### src/shared/isp_pkg.sv
// Constants for the interval serial port: register map, field layout and timing.
// Assumes a 32-bit APB with each 16-bit register in the low half of an aligned word.
package isp_pkg;

    // ****************************************************************
    // Register indices and byte addresses
    // ****************************************************************
    localparam logic [31:0] ISP_SERIAL_DATA_IDX = 32'h10008000;
    localparam logic [31:0] ISP_SERIAL_CONTROL_IDX = 32'h10008002;
    localparam logic [31:0] ISP_INTERVAL_CONTROL_IDX = 32'h10008004;
    localparam logic [31:0] ISP_SERIAL_STATUS_IDX = 32'h10008006;
    localparam logic [31:0] ISP_SERIAL_DATA_ADDR = ISP_SERIAL_DATA_IDX << 2;
    localparam logic [31:0] ISP_SERIAL_CONTROL_ADDR = ISP_SERIAL_CONTROL_IDX << 2;
    localparam logic [31:0] ISP_INTERVAL_CONTROL_ADDR = ISP_INTERVAL_CONTROL_IDX << 2;
    localparam logic [31:0] ISP_SERIAL_STATUS_ADDR = ISP_SERIAL_STATUS_IDX << 2;

    // ****************************************************************
    // Register width and reset values
    // ****************************************************************
    localparam int ISP_REG_W = 16;
    localparam logic [15:0] ISP_SERIAL_DATA_RST = 16'h0000;
    localparam logic [15:0] ISP_SERIAL_CONTROL_RST = 16'h0000;
    localparam logic [15:0] ISP_INTERVAL_CONTROL_RST = 16'h0000;

    // ****************************************************************
    // Field positions
    // ****************************************************************
    localparam int ISP_CTL_DOZE_DISABLE = 15;
    localparam int ISP_CTL_ENABLE = 14;
    localparam int ISP_CTL_SELECT_SENSE = 13;
    localparam int ISP_CTL_DRIVE_TYPE = 12;
    localparam int ISP_CTL_MASTER_SELECT = 11;
    localparam int ISP_CTL_IRQ_ENABLE = 10;
    localparam int ISP_CTL_CLOCK_PHASE = 9;
    localparam int ISP_CTL_CLOCK_POLARITY = 8;
    localparam int ISP_CTL_GP_PIN_LEVEL = 7;
    localparam int ISP_CTL_RATE_LSB = 4;
    localparam int ISP_CTL_RATE_W = 3;
    localparam int ISP_CTL_COUNT_LSB = 0;
    localparam int ISP_CTL_COUNT_W = 4;
    localparam int ISP_IVL_LOOPBACK_ENABLE = 15;
    localparam int ISP_IVL_INTERVAL_ENABLE = 14;
    localparam int ISP_IVL_COUNT_LSB = 0;
    localparam int ISP_IVL_COUNT_W = 14;
    localparam int ISP_STS_OVERRUN_FLAG = 15;
    localparam int ISP_STS_IRQ_PENDING = 14;
    localparam int ISP_STS_EXCHANGE_IN_PROGRESS = 13;

    // ****************************************************************
    // Timing: half a bit period at rate code 000 (divide by 8)
    // ****************************************************************
    localparam int ISP_DIV_W = 10;
    localparam logic [ISP_DIV_W:0] ISP_HALF_DIV_BASE = 11'h004;

endpackage

### src/rtl/isp_interval_serial_port.sv
// Interval serial port: APB register file, bit clock divider, shift engine for master
// (manual and interval) and slave operation, and the pin drivers.
// Assumes pclk is the reference clock and that the testbench resolves the pin wires.
`timescale 1ns/1ps

module isp_interval_serial_port
    import isp_pkg::*;
#(
    parameter int ICOUNT_W = ISP_IVL_COUNT_W
)
(
    input wire logic pclk,
    input wire logic presetn,
    input wire logic psel,
    input wire logic penable,
    input wire logic pwrite,
    input wire logic [31:0] paddr,
    input wire logic [31:0] pwdata,
    output logic [31:0] prdata,
    output logic pready,
    output logic pslverr,
    input wire logic doze_mode,
    input wire logic serial_clk_in,
    output logic serial_clk_out,
    output logic serial_clk_oe_n,
    input wire logic enable_pin_in,
    output logic enable_pin_out,
    output logic enable_pin_oe_n,
    input wire logic data_in,
    output logic data_out,
    output logic data_out_oe_n,
    output logic general_purpose_pin,
    output logic irq
);

    // ****************************************************************
    // Registers and state
    // ****************************************************************
    typedef enum logic {ISP_ST_IDLE, ISP_ST_XFER} isp_state_e;

    isp_state_e state_reg;
    logic [15:0] ctrl_reg;
    logic [15:0] ivl_reg;
    logic [15:0] tx_reg;
    logic [15:0] rx_reg;
    logic [15:0] tx_sh_reg;
    logic [15:0] rx_sh_reg;
    logic [5:0] edge_cnt_reg;
    logic [ISP_DIV_W-1:0] div_cnt_reg;
    logic bit_phase_reg;
    logic clk_lvl_reg;
    logic [ICOUNT_W-1:0] timer_reg;
    logic overrun_reg;
    logic irq_pend_reg;
    logic unread_reg;
    logic sclk_s1_reg;
    logic sclk_s2_reg;
    logic sclk_s3_reg;
    logic en_s1_reg;
    logic en_s2_reg;
    logic din_s1_reg;
    logic din_s2_reg;

    // ****************************************************************
    // Decoded control fields
    // ****************************************************************
    logic [3:0] len_code;
    logic [4:0] nbits;
    logic [15:0] len_mask;
    logic [2:0] rate;
    logic master;
    logic interval;
    logic manual;
    logic halted;
    logic port_on;
    logic en_bit;
    logic clock_phase;
    logic clock_polarity;
    logic loopback;
    logic slave_en_act;

    assign len_code = ctrl_reg[ISP_CTL_COUNT_LSB +: ISP_CTL_COUNT_W];
    assign nbits = {1'b0, len_code} + 5'h01;
    assign rate = ctrl_reg[ISP_CTL_RATE_LSB +: ISP_CTL_RATE_W];
    assign master = ctrl_reg[ISP_CTL_MASTER_SELECT];
    assign interval = master & ivl_reg[ISP_IVL_INTERVAL_ENABLE];
    assign manual = master & ~ivl_reg[ISP_IVL_INTERVAL_ENABLE];
    assign halted = ctrl_reg[ISP_CTL_DOZE_DISABLE] & doze_mode;
    assign port_on = (len_code != 4'h0) & ~halted;
    assign en_bit = ctrl_reg[ISP_CTL_ENABLE];
    assign clock_phase = ctrl_reg[ISP_CTL_CLOCK_PHASE];
    assign clock_polarity = ctrl_reg[ISP_CTL_CLOCK_POLARITY];
    assign loopback = ivl_reg[ISP_IVL_LOOPBACK_ENABLE];
    assign slave_en_act = ~en_s2_reg;

    always_comb
    begin
        for (int i = 0; i < 16; i++)
        begin
            len_mask[i] = (5'(i) < nbits);
        end
    end

    // ****************************************************************
    // APB decode
    // ****************************************************************
    logic acc;
    logic hit_data;
    logic hit_ctrl;
    logic hit_ivl;
    logic hit_sts;
    logic data_wr;
    logic data_rd;
    logic [15:0] status_word;

    assign hit_data = (paddr == ISP_SERIAL_DATA_ADDR);
    assign hit_ctrl = (paddr == ISP_SERIAL_CONTROL_ADDR);
    assign hit_ivl = (paddr == ISP_INTERVAL_CONTROL_ADDR);
    assign hit_sts = (paddr == ISP_SERIAL_STATUS_ADDR);
    assign acc = psel & penable;
    assign data_wr = acc & pwrite & hit_data;
    assign data_rd = acc & ~pwrite & hit_data;
    assign pready = 1'b1;
    assign pslverr = acc & ~(hit_data | hit_ctrl | hit_ivl | hit_sts);

    always_comb
    begin
        status_word = 16'h0000;
        status_word[ISP_STS_OVERRUN_FLAG] = overrun_reg;
        status_word[ISP_STS_IRQ_PENDING] = irq_pend_reg;
        status_word[ISP_STS_EXCHANGE_IN_PROGRESS] = (state_reg == ISP_ST_XFER);
    end

    // Read data is captured in the setup cycle so it stands through the access cycle.
    always_ff @(posedge pclk or negedge presetn)
    begin
        if (!presetn)
        begin
            prdata <= 32'h00000000;
        end
        else if (psel && !penable && !pwrite)
        begin
            if (hit_data)
            begin
                prdata <= {16'h0000, rx_reg & len_mask};
            end
            else if (hit_ctrl)
            begin
                prdata <= {16'h0000, ctrl_reg};
            end
            else if (hit_ivl)
            begin
                prdata <= {16'h0000, ivl_reg};
            end
            else if (hit_sts)
            begin
                prdata <= {16'h0000, status_word};
            end
            else
            begin
                prdata <= 32'h00000000;
            end
        end
    end

    always_ff @(posedge pclk or negedge presetn)
    begin
        if (!presetn)
        begin
            ctrl_reg <= ISP_SERIAL_CONTROL_RST;
            ivl_reg <= ISP_INTERVAL_CONTROL_RST;
            tx_reg <= ISP_SERIAL_DATA_RST;
        end
        else if (acc && pwrite)
        begin
            if (hit_ctrl)
            begin
                ctrl_reg <= pwdata[15:0];
            end
            if (hit_ivl)
            begin
                ivl_reg <= pwdata[15:0];
            end
            if (hit_data)
            begin
                tx_reg <= pwdata[15:0];
            end
        end
    end

    // ****************************************************************
    // Input synchronisers
    // ****************************************************************
    always_ff @(posedge pclk or negedge presetn)
    begin
        if (!presetn)
        begin
            sclk_s1_reg <= 1'b0;
            sclk_s2_reg <= 1'b0;
            sclk_s3_reg <= 1'b0;
            en_s1_reg <= 1'b1;
            en_s2_reg <= 1'b1;
            din_s1_reg <= 1'b0;
            din_s2_reg <= 1'b0;
        end
        else
        begin
            sclk_s1_reg <= serial_clk_in;
            sclk_s2_reg <= sclk_s1_reg;
            sclk_s3_reg <= sclk_s2_reg;
            en_s1_reg <= enable_pin_in;
            en_s2_reg <= en_s1_reg;
            din_s1_reg <= data_in;
            din_s2_reg <= din_s1_reg;
        end
    end

    // ****************************************************************
    // Bit clock divider: one pulse per half bit period
    // ****************************************************************
    logic [ISP_DIV_W-1:0] half_lim;
    logic half_tick;
    logic bit_tick;
    logic start;

    assign half_lim = ISP_DIV_W'((ISP_HALF_DIV_BASE << rate) - 11'h001);
    assign half_tick = master & port_on & (div_cnt_reg == half_lim);
    assign bit_tick = half_tick & bit_phase_reg;

    always_ff @(posedge pclk or negedge presetn)
    begin
        if (!presetn)
        begin
            div_cnt_reg <= '0;
            bit_phase_reg <= 1'b0;
        end
        else if (start || !master || !port_on)
        begin
            div_cnt_reg <= '0;
            bit_phase_reg <= 1'b0;
        end
        else if (half_tick)
        begin
            div_cnt_reg <= '0;
            bit_phase_reg <= ~bit_phase_reg;
        end
        else
        begin
            div_cnt_reg <= div_cnt_reg + 1'b1;
        end
    end

    // ****************************************************************
    // Shift engine
    // ****************************************************************
    logic xfer;
    logic lead_ev;
    logic trail_ev;
    logic sample_ev;
    logic shift_ev;
    logic done;
    logic abort;
    logic out_bit;
    logic din;
    logic [15:0] rx_final;
    logic [5:0] last_edge;
    logic start_manual;
    logic start_ivl;
    logic start_slave;

    assign xfer = (state_reg == ISP_ST_XFER);
    assign last_edge = {nbits, 1'b0} - 6'h01;
    assign out_bit = tx_sh_reg[len_code];
    assign din = loopback ? out_bit : din_s2_reg;

    always_comb
    begin
        if (master)
        begin
            lead_ev = xfer & half_tick & ~edge_cnt_reg[0];
            trail_ev = xfer & half_tick & edge_cnt_reg[0];
        end
        else
        begin
            lead_ev = xfer & ~halted & ((sclk_s2_reg ^ clock_polarity) & ~(sclk_s3_reg ^ clock_polarity));
            trail_ev = xfer & ~halted & (~(sclk_s2_reg ^ clock_polarity) & (sclk_s3_reg ^ clock_polarity));
        end
    end

    assign sample_ev = clock_phase ? trail_ev : lead_ev;
    assign shift_ev = clock_phase ? (lead_ev & (edge_cnt_reg != 6'h00)) : trail_ev;
    assign done = (lead_ev | trail_ev) & (edge_cnt_reg == last_edge);
    assign rx_final = sample_ev ? {rx_sh_reg[14:0], din} : rx_sh_reg;
    assign abort = xfer & ~master & ~slave_en_act & ~halted;

    assign start_manual = manual & port_on & en_bit & data_wr & ~xfer;
    assign start_ivl = interval & port_on & en_bit & ~xfer
        & (timer_reg == '0);
    assign start_slave = ~master & port_on & slave_en_act & ~xfer;
    assign start = start_manual | start_ivl | start_slave;

    always_ff @(posedge pclk or negedge presetn)
    begin
        if (!presetn)
        begin
            state_reg <= ISP_ST_IDLE;
            tx_sh_reg <= 16'h0000;
            rx_sh_reg <= 16'h0000;
            edge_cnt_reg <= 6'h00;
            clk_lvl_reg <= 1'b0;
        end
        else if (start)
        begin
            state_reg <= ISP_ST_XFER;
            tx_sh_reg <= start_manual ? pwdata[15:0] : tx_reg;
            rx_sh_reg <= 16'h0000;
            edge_cnt_reg <= 6'h00;
            clk_lvl_reg <= 1'b0;
        end
        else if (done || abort)
        begin
            state_reg <= ISP_ST_IDLE;
            clk_lvl_reg <= 1'b0;
            edge_cnt_reg <= 6'h00;
        end
        else
        begin
            if (lead_ev || trail_ev)
            begin
                edge_cnt_reg <= edge_cnt_reg + 6'h01;
                clk_lvl_reg <= ~clk_lvl_reg;
            end
            if (sample_ev)
            begin
                rx_sh_reg <= {rx_sh_reg[14:0], din};
            end
            if (shift_ev)
            begin
                tx_sh_reg <= {tx_sh_reg[14:0], 1'b0};
            end
        end
    end

    // ****************************************************************
    // Interval timer
    // ****************************************************************
    always_ff @(posedge pclk or negedge presetn)
    begin
        if (!presetn)
        begin
            timer_reg <= '0;
        end
        else if (!interval)
        begin
            timer_reg <= '0;
        end
        else if (done)
        begin
            timer_reg <= ivl_reg[ISP_IVL_COUNT_LSB +: ICOUNT_W];
        end
        else if (bit_tick && !xfer && timer_reg != '0)
        begin
            timer_reg <= timer_reg - 1'b1;
        end
    end

    // ****************************************************************
    // Receive data, overrun and interrupt flags
    // ****************************************************************
    logic ovr_clr;

    assign ovr_clr = acc & pwrite & hit_sts & pwdata[ISP_STS_OVERRUN_FLAG];

    always_ff @(posedge pclk or negedge presetn)
    begin
        if (!presetn)
        begin
            rx_reg <= ISP_SERIAL_DATA_RST;
        end
        else if (done)
        begin
            rx_reg <= rx_final & len_mask;
        end
    end

    always_ff @(posedge pclk or negedge presetn)
    begin
        if (!presetn)
        begin
            unread_reg <= 1'b0;
        end
        else if (done)
        begin
            unread_reg <= 1'b1;
        end
        else if (data_rd)
        begin
            unread_reg <= 1'b0;
        end
    end

    always_ff @(posedge pclk or negedge presetn)
    begin
        if (!presetn)
        begin
            overrun_reg <= 1'b0;
        end
        else if (done && unread_reg && !data_rd)
        begin
            overrun_reg <= 1'b1;
        end
        else if (ovr_clr)
        begin
            overrun_reg <= 1'b0;
        end
    end

    always_ff @(posedge pclk or negedge presetn)
    begin
        if (!presetn)
        begin
            irq_pend_reg <= 1'b0;
        end
        else if (done)
        begin
            irq_pend_reg <= 1'b1;
        end
        else if (data_wr || data_rd)
        begin
            irq_pend_reg <= 1'b0;
        end
    end

    // ****************************************************************
    // Pin drivers
    // ****************************************************************
    logic en_act;
    logic en_lvl;
    logic clk_lvl;

    always_comb
    begin
        if (interval)
        begin
            en_act = en_bit & xfer;
        end
        else
        begin
            en_act = en_bit;
        end
    end

    assign en_lvl = ctrl_reg[ISP_CTL_SELECT_SENSE] ? en_act : ~en_act;
    assign clk_lvl = (clk_lvl_reg & xfer) ^ clock_polarity;

    always_ff @(posedge pclk or negedge presetn)
    begin
        if (!presetn)
        begin
            serial_clk_out <= 1'b0;
            serial_clk_oe_n <= 1'b1;
            enable_pin_out <= 1'b0;
            enable_pin_oe_n <= 1'b1;
            data_out <= 1'b0;
            data_out_oe_n <= 1'b1;
            general_purpose_pin <= 1'b0;
            irq <= 1'b0;
        end
        else
        begin
            general_purpose_pin <= ctrl_reg[ISP_CTL_GP_PIN_LEVEL];
            irq <= irq_pend_reg & ctrl_reg[ISP_CTL_IRQ_ENABLE];
            serial_clk_out <= clk_lvl;
            enable_pin_out <= en_lvl;
            data_out <= out_bit;
            if (master)
            begin
                // Open-drain releases the pin for a high level instead of driving it.
                if (ctrl_reg[ISP_CTL_DRIVE_TYPE])
                begin
                    serial_clk_oe_n <= clk_lvl;
                    enable_pin_oe_n <= en_lvl;
                    data_out_oe_n <= out_bit;
                end
                else
                begin
                    serial_clk_oe_n <= 1'b0;
                    enable_pin_oe_n <= 1'b0;
                    data_out_oe_n <= 1'b0;
                end
            end
            else
            begin
                serial_clk_oe_n <= 1'b1;
                enable_pin_oe_n <= 1'b1;
                data_out_oe_n <= ~(slave_en_act & port_on);
            end
        end
    end

endmodule // isp_interval_serial_port

### config.mk
export PLATFORM = sky130hd
export DESIGN_NAME = isp_interval_serial_port
export DESIGN_NICKNAME = d
export VERILOG_FILES = /design/src/shared/isp_pkg.sv /design/src/rtl/isp_interval_serial_port.sv
export SDC_FILE = /design/constraint.sdc
export NUM_CORES = 1
export LEC_CHECK = 0
export ABC_AREA = 1
export BUFFER_PORTS_ARGS = -buffer_cell sky130_fd_sc_hd__buf_2
export CORE_ASPECT_RATIO = 0.75
export CORE_UTILIZATION = 55
export DETAILED_ROUTE_END_ITERATION = 7
export PLACE_DENSITY = 0.76
export SLEW_MARGIN = 20
export SYNTH_ARGS = -nofsm -noshare
export SYNTH_HDL_FRONTEND = slang
export SYNTH_SLANG_ARGS = --single-unit
### constraint.sdc
create_clock -name pclk -period 3.4 [get_ports pclk]
set_input_delay 0.68 -clock pclk [delete_from_list [all_inputs] [get_ports pclk]]
set_output_delay 0.68 -clock pclk [all_outputs]
set_load 0.1 [all_outputs]
---- After elaboration in Yosys (flattened, before gate mapping) ----
Cells that the tools add are included.
operators by class
  $add $sub $neg .......................... 6
  magnitude comparators ................... 17
  equality and inequality tests ........... 8
  shift operators ......................... 1
  muxes and demuxes ....................... 47
  bitwise gates (word level) .............. 68
  reduce and logical (&&, ||, !) cells .... 33
operators with widths
  kind                                                                         count
  32-bit by 31-bit equality test with 1-bit output, second input constant      4
  16-bit 2-to-1 mux                                                            8
  32-bit 2-to-1 mux                                                            3
  1-bit AND                                                                    43
  14-bit 2-to-1 mux                                                            3
  4-bit by 5-bit less-than comparator with 1-bit output, first input constant  8
  16-bit AND                                                                   2
  1-bit 2-to-1 mux                                                             27
  3-bit by 5-bit less-than comparator with 1-bit output, first input constant  4
  10-bit 2-to-1 mux                                                            2
  6-bit 2-to-1 mux                                                             3
  14-bit logical NOT                                                           1
  1-bit NOT                                                                    14
  14-bit nonzero test                                                          1
  14-bit by 1-bit subtractor with 14-bit output, second input constant         1
  2-bit nonzero test                                                           6
  10-bit by 1-bit adder with 10-bit output, second input constant              1
  10-bit equality test                                                         1
  1-bit by 5-bit less-than comparator with 1-bit output, first input constant  2
  2-bit by 5-bit less-than comparator with 1-bit output, first input constant  2
  3-bit by 3-bit << shifter with 10-bit output, first input constant           1
  10-bit by 1-bit subtractor with 10-bit output, second input constant         1
  2-bit AND reduction                                                          4
  1-bit logical AND                                                            7
  15 further kinds                                                             31
word-level totals
  bits in registers ....................... 179
  input port bits ......................... 73
  output and inout port bits .............. 42
  logic and storage cells ................. 211

---- Depth between registers and ports, before layout ----
Gate-level depths: netlist of the first run.
  word-level depth ........................ 13
  mapped depth ............................ 17

---- Worst setup path after synthesis of the first run ----
Ideal clock, no wire load.
  path kind ............................... input to output
  start ................................... input port paddr[30]
  end ..................................... output port pslverr
  data arrival time ....................... 2.296 ns
  path slack .............................. 0.424 ns
  stages on the path ...................... 12
  buffers on the path ..................... 1
  cells stage by stage .................... inv_1 > nor2_1 > nand2_1 > nor2_1 > nand2_1 > inv_1 > nand2_1 > clkinv_1 > clkbuf_1 > nor3_1 > nand4_1 > inv_1
on the way
  longest elaborated chain between the ends .. 6
  elaborated cells on any way between the ends .. 9
  those cells by class .................... eq/ne (4); bitwise (5)
RTL lines
  element                                                              line                                                              source
  start: declaration                                                   isp_interval_serial_port.sv:17                                    input wire logic [31:0] paddr,
  32-bit by 31-bit equality test with 1-bit output (on tied branches)  isp_interval_serial_port.sv:116, isp_interval_serial_port.sv:117
  1-bit bitwise OR (2 in series)                                       isp_interval_serial_port.sv:124                                   assign pslverr = acc & ~(hit_data | hit_ctrl | hit_ivl | hit_sts);
  1-bit bitwise OR *                                                   isp_interval_serial_port.sv:124
  1-bit NOT *                                                          isp_interval_serial_port.sv:124
  1-bit AND *                                                          isp_interval_serial_port.sv:124
  end: declaration                                                     isp_interval_serial_port.sv:21                                    output logic pslverr,
Every way passes the cells marked *; elsewhere a longest branch is shown, timed or not.

---- Worst setup path in the final report of the first run ----
Same ends and word-level chain as after synthesis.

==> qor.yml, run 1 <==
status: "completed"
drive_gt1_share_pct: 12.9
pin_count: 115
crit_buf_inv: 6
dieWidth_um: 150
hold_violations: 0
slew_violations: 0
dieArea_um2: 16900
drcViolationCount: 0
critical-path-max-stage-delay_ns: 0.42
cp-startpoint: "paddr[30]"
synthCells: 1210
crit_path_start_kind: "primary input"
crit_type: "primary input to output pin"
drt_wl_total_mm: 23.3
tightest_slew_ns: 0.954
clockRootBuffer: "clkbuf_16"
cts_tree: "yes"
rsz0062_at_grt: "false"
fin_ws_ns: 0.514
ff2ff_setup_slack_ns: 0.57
min_period_over_period_pct: 84.9
syn2layout_area_growth_pct: 12.2
grt_use_total_pct: 29.5
path_max_fanout: 3
n_antenna_cell: 0
reg2reg_from: "ctrl_reg[0]$_DFFE_PN0P_"
tns_ns: 0
ys_types: 48
core_area_um2: 16000
ant_nets: 0
die_y_um: 113
async_reset_ff_share_pct: 100
first_iter_violations: 873
netlist_area_um2: 9010
synth-edff-count: 0
clk_path_buf_depth: 2
period_needed_ns: 2.89
crit_arrival_ns: 2.21
dr.pass1.iters: 6
synth.yosys.seq_area_share_pct: 45.3
ctsHoldBuffers: 0
routedWlPerCell_um: 15.5
overflow: 0
max_freq_mhz: 347
crit_family: "buffers and inverters"
leakagePower_nw: 5.20
grt_max_degree: 84
place_ws_ns: 0.437
ir_worst_vdd_v: 0.000430
synth_ff_type: "dfrtp_1"
viasPerCell: 5.41
setup_viol: 0
p_per_area_nw_per_um2: 483
postSynthAreaPerCell_um2: 7.45
slowest_stage: "buf_2"
dpl.hpwl_mm: 17.0
final_nets: 1358
place.gp.congestion: 0.992
cts_resized: 0
cts.sink_count: 163
clk_latency_ns: 0.44
vias: 8123
grt_antenna_before_repair: 1
portBuffers: 81
max_cap_violations: 0
relSlewSlack_pct: 36.2
path_cells: "buf_2 > inv_1 > nor2_1 > nand2_1 > nor2_1 > nand2_1 > inv_1 > nand2_1 > clkinv_1 > nor3_1 > nand4_1 > inv_1 > buf_2"
yosys_warnings: 0
grt_pass1_wl_mm: 38.1
row_count: 40
hp-class: "primary input to async pin"
required_ns: 2.72
ys_ff_latch: 163
grt_pass1_vias: 7419
clk_pin_slew_ns: 0.06
finalClockSkew_ns: 0.00638
cts_setup_buffers: 0
start_util_pct: 56.3
critPathCaptureType: "output pin"
cts-htree-levels: 4
numCtsBuffers: 17
-- logic make-up after synthesis --
logic type,share of synthesized area [%]
simple gates,32.8
buf+inv,9.59
flops,45.3
compound gates,8.44
xor+xnor,2.92
fa+ha+maj,0.833
other cells,0.0833
-- layout by cell type (no fill, tap or decap), types with 3 or more instances in the layout --
cell type and n:
nor3_1 16, nand2_1 438, bufinv_16 3, buf_2 80
nor2_2 4, inv_2 4, nand3b_1 3, clkinvlp_4 3
nor2_1 90, dfrtp_1 158, xor2_1 17, buf_4 19
nand3_1 94, nand2_2 3, ha_1 6, o211ai_1 10
o21ai_0 71, nand3_2 7, o22ai_1 4, o21ai_1 29
dfstp_2 5, clkbuf_16 17, inv_1 113, nand4_1 22
a21oi_1 10, clkbuf_8 3, xnor2_1 8, conb_1 17
-- worst reg2reg max path: stages (launching register included) --
cell	delay (ns)
dfrtp_1	0.49
inv_1	0.10
ha_1	0.21
nand2_1	0.15
nand3_1	0.12
nor2_2	0.15
nand4_1	0.22
nor2_1	0.20
nor2_1	0.10
nand2_4	0.21
nand2_8	0.18
buf_4	0.30
nor2_1	0.18
nand3_1	0.09
nand2_1	0.08
-- report_power, final --
part           total, mW  leakage, nW  internal (mW)  switching (mW)
clock               2.01        0.296           1.22           0.797
sequential          2.16         2.11           2.08          0.0815
combinational      0.707         2.79          0.191           0.516
total               4.88         5.20           3.48            1.39
-- synthesized netlist by cell type, types with 3 or more instances --
| master | n | share of area (%) |
|---|---|---|
| o21ai_1 | 29 | 1.6 |
| xnor2_1 | 8 | 0.78 |
| buf_2 | 18 | 1.0 |
| nor3_1 | 17 | 0.94 |
| a21oi_1 | 10 | 0.56 |
| nand3_2 | 7 | 0.78 |
| o22ai_1 | 4 | 0.28 |
| o211ai_1 | 10 | 0.83 |
| nand2_2 | 3 | 0.21 |
| buf_6 | 9 | 1.1 |
| inv_1 | 113 | 4.7 |
| nor2_1 | 90 | 3.7 |
| buf_4 | 22 | 1.8 |
| nor2_2 | 4 | 0.28 |
| inv_2 | 4 | 0.17 |
| nand3_1 | 94 | 5.2 |
| ha_1 | 6 | 0.83 |
| dfstp_2 | 5 | 1.5 |
| dfrtp_1 | 158 | 44 |
| nand4_1 | 22 | 1.5 |
| o21ai_0 | 71 | 3.9 |
| nand2_1 | 438 | 18 |
| nand3b_1 | 3 | 0.25 |
| clkbuf_1 | 15 | 0.62 |
| xor2_1 | 17 | 1.7 |
-- metrics by stage --
step	cells	power, mW	cell area [um^2]	utilization (%)	hold WS (ns)
6_report	1502	4.88	10100	63.1	0.284
5_1_grt	1502	5.07	10100	63.1	0.336
4_1_cts	1502	4.89	10100	63.1	0.326
3_5_place_dp	1470	2.89	9490	59.3	0.336
3_3_place_gp	1470	2.87	9490	59.3	0.332
2_1_floorplan	1225	2.71	9070	-	0.331
-- routing by layer --
metal	vias up	routed length, um	track usage (%)
li1	3952	-	-
met1	3776	10300	42.4
met2	360	10300	43.8
met3	35	2420	7.50
met4	0	399	8.82
met5	-	0	0
-- cell type report --
class | count | area (um^2)
Clock buffer | 21 | 470
Clock inverter | 11 | 149
Fill cell | 1416 | 5910
Inverter | 118 | 443
Multi-Input combinational cell | 878 | 4120
Sequential cell | 163 | 4090
Tap cell | 210 | 263
Timing Repair Buffer | 101 | 574
-- worst paths after layout --
kind,to,depth (start not counted)
max,pslverr,13
max reg2reg,rx_reg[6]$_DFFE_PN0P_,14
min,div_cnt_reg[0]$_DFF_PN0_,1
min reg2reg,din_s2_reg$_DFF_PN0_,0
max in group asynchronous,tx_reg[12]$_DFFE_PN0P_,2
min in group pclk,en_s1_reg$_DFF_PN1_,1
(Power assumes the default switching activity.)
==> run 2, diff against run 1 <==
- ABC_AREA: 1 -> 0
- PLACE_DENSITY: 0.76 -> 0.77
- clock period: 3.4 -> 2.8 ns (I/O delays scaled with it)
==> run 2 against run 1 <==
Against the previous run:
- the run now ends with negative setup slack left
- power up 3.6%
- sequential power up 11%
- combinational power fell by 44%
- critical endpoint is now tx_sh_reg[15]$_DFFE_PN0P_
- die area shrank 7.5%
- largest cell class is now flip-flops and latches
- highest routed layer unchanged
- routed wire length fell by 5.6%
- critical path type is now register to register
- global-route usage decreased by 0.26 points
- hold slack worse by 0.17 ns
- final area is 0.80% lower
- critical path depth is 1 lower
- first-iteration DRC count shrank 33%
- synthesized cell count fell by 36%
- sequential share of layout area increased by 0.33 points
==> qor.yml, run 2 <==
status: "complete, but fails checks"
violations: "negative setup slack"
ir_worst_vdd_v: 0.000426  # -0.81%
routedWlPerCell_um: 20.0  # +29%
finalClockSkew_ns: 0.0111  # +0.00473 ns
yosys_warnings: 0  # unchanged
min_period_over_period_pct: 100
clk_latency_ns: 0.43  # about the same
crit_buf_inv: 3  # -3
drcViolationCount: 0  # unchanged
wl_met3_mm: 1.69  # -30%
netlist_area_um2: 8330  # -7.6%
ant_nets: 0  # unchanged
syn2layout_area_growth_pct: 20.4
period_needed_ns: 2.81
dr.pass1.iters: 6  # unchanged
row_count: 38  # -5.0%
synth_ff_type: "dfrtp_1"
rsz0062_at_grt: "true"
place.gp.congestion: 0.876  # -12%
grt_antenna_before_repair: 0  # -1
grt_pass1_vias: 6560  # -12%
ctsHoldBuffers: 0  # unchanged
grt_pass1_wl_mm: 33.9  # -11%
crit_family: "simple AND/OR/NAND/NOR gates"
final_cells: 1101  # -27%
netlist.area_leader.share_pct: 47.5  # +3.6 points
dpl.hpwl_mm: 15.3  # -9.9%
dieWidth_um: 144  # -3.8%
reg2reg_from: "ctrl_reg[1]$_DFFE_PN0P_"
core_area_um2: 14600  # -8.6%
r2r_cells: 12  # -2
grt_use_total_pct: 29.2  # -0.26 points
drive_gt1_share_pct: 31.4  # +18 points
critical-path-max-stage-delay_ns: 0.41  # about the same
critPathCaptureType: "register"
ys_types: 71  # +48%
drt_wl_total_mm: 22.0  # -5.6%
path_cells: "inv_1 > ha_4 > or3b_4 > nand3_4 > nor4_4 > and4b_2 > buf_6 > o21ai_4 > a21boi_4 > nand2_4 > buf_12 > mux2_4"
cp-startpoint: "ctrl_reg[1]$_DFFE_PN0P_"
first_iter_violations: 589  # -33%
place_ws_ns: -0.136  # -0.573 ns
portBuffers: 81  # unchanged
max_freq_mhz: 356
ff2ff_setup_slack_ns: -0.009  # -0.58 ns
clockRootBuffer: "clkbuf_16"
die_y_um: 109  # -3.8%
max_cap_violations: 0  # unchanged
pin_count: 115  # unchanged
numPlacedInstances: 1062  # -28%
vias: 6714  # -17%
slowest_stage: "dfrtp_1"
yosysMostFrequentCell: "dfrtp_1"
synthCells: 780  # -36%
required_ns: 3.11  # +0.39 ns
final_nets: 967  # -29%
crit_path_start_kind: "register"
crit_type: "register to register"
synth.yosys.seq_area_share_pct: 49.1  # +3.7 points
setup_viol: 1  # +1
clk_pin_slew_ns: 0.07  # about the same
start_util_pct: 56.9  # +0.58 points
wl_met1_mm: 9.76  # -4.8%
cts-htree-levels: 4  # unchanged
tightest_slew_ns: 0.608  # -0.346 ns
n_antenna_cell: 0  # unchanged
hold_violations: 0  # unchanged
leakagePower_nw: 4.55  # -12%
critical_path_depth: 12  # -1
hp-class: "primary input to async pin"
slew_violations: 0  # unchanged
postSynthAreaPerCell_um2: 10.7  # +43%
cts_tree: "yes"
synthTopCellsByArea: "dfrtp_1 47%, mux2_2 8.8%, mux2i_1 4.3%, nand2_1 3.8%, nor2_1 2.9%"
final_cell_mix: "158 x dfrtp_1, 83 x nand2_1, 80 x buf_2"
numCtsBuffers: 17  # unchanged
relSlewSlack_pct: 59.5  # +23 points
fin_ws_ns: -0.00888  # -0.523 ns
cts.sink_count: 163  # unchanged
crit_arrival_ns: 3.12  # +0.91 ns
overflow: 0  # unchanged
cp-endpoint: "tx_sh_reg[15]$_DFFE_PN0P_"
synth_top_area_cell: "dfrtp_1"
worstReg2RegEnd: "tx_sh_reg[15]$_DFFE_PN0P_"
synth-edff-count: 0  # unchanged
ys_ff_latch: 163  # unchanged
yosys-top-cells-count: "158 x dfrtp_1, 84 x nand2_1, 65 x mux2_2, 65 x nor2_1, 38 x o21ai_0"
viasPerCell: 6.10  # +13%
grt_max_degree: 63  # -25%
path_max_fanout: 8  # +5
final_util_pct: 68.5  # +5.4 points
highest_layer: "met4"
async_reset_ff_share_pct: 100  # unchanged
clk_path_buf_depth: 2  # unchanged
layout_commonest_cell: "dfrtp_1"
route.met2.wl_mm: 10.1  # -1.2%
power_mw: 5.05  # +3.6%
dieArea_um2: 15600  # -7.5%
p_per_area_nw_per_um2: 504  # +4.4%
==> run 2: worst min-delay path by stage <==
stage / depth (start not counted) / end / start / slack (ns)
2_1_floorplan: 0 / bit_phase_reg$_DFFE_PN0P_ / presetn / 0.26
3_3_place_gp: 0 / din_s2_reg$_DFF_PN0_ / din_s1_reg$_DFF_PN0_ / 0.34
3_5_place_dp: 0 / din_s2_reg$_DFF_PN0_ / din_s1_reg$_DFF_PN0_ / 0.34
4_1_cts: 1 / timer_reg[10]$_DFFE_PN0P_ / presetn / 0.14
5_1_grt: 1 / div_cnt_reg[2]$_DFF_PN0_ / presetn / 0.15
6_report: 1 / div_cnt_reg[4]$_DFF_PN0_ / presetn / 0.12
==> run 2: power breakdown <==
group | switching (mW) | total, mW | internal (mW)
clock | 0.983 | 2.27 | 1.28
sequential | 0.0116 | 2.39 | 2.38
combinational | 0.332 | 0.395 | 0.0638
==> run 2: worst register-to-register path, cell delays in order, from the launching register on <==
cell and delay (ns):
dfrtp_1 0.41, inv_1 0.11, ha_4 0.15, or3b_4 0.40
nand3_4 0.10, nor4_4 0.06, and4b_2 0.33, buf_6 0.15
o21ai_4 0.13, a21boi_4 0.29, nand2_4 0.10, buf_12 0.16
mux2_4 0.30
==> run 2: area by class of cell <==
class	instances	area, um^2
clock buffers	19	453
clock inverters	13	126
fillers	1079	4620
inverters	14	52.6
multi-input cells	553	4050
flip-flops and latches	163	4090
well taps	200	250
repair buffers	139	1010
==> run 2: through the flow <==
step	cell area, um^2	hold slack, ns	TNS (ns)
after floorplan	8410	0.264	-0.00157
after global placement	9190	0.336	-0.0552
after detailed placement	9190	0.339	-2.98
after CTS	9810	0.139	0
after global routing	10000	0.149	-1.91
final	10000	0.117	-0.00888
==> run 2: cells by family (layout without fill, tap and decap cells) <==
kind of cell | Yosys count | count (layout) | synth area share, %
simple gates | 250 | 250 | 14.7
flops | 163 | 163 | 49.1
compound gates | 138 | 138 | 11.8
mux | 107 | 107 | 14.6
buf+inv | 79 | 185 | 4.81
xor+xnor | 34 | 34 | 3.97
fa+ha+maj | 7 | 7 | 1.02
other cells | 2 | 17 | 0.0902
==> run 2: routing by layer <==
metal	vias up	track usage (%)
li1	2976	-
met1	3368	40.9
met2	327	45.2
met3	43	6.29
met4	0	9.80
met5	-	0
==> run 2: timing repair <==
action,in CTS,in global routing
endpoints found under the hold margin,0,0
setup buffers,2,2
setup endpoints to repair,61,60
pin swaps,3,5
cloned,0,3
gates resized for setup,6,27
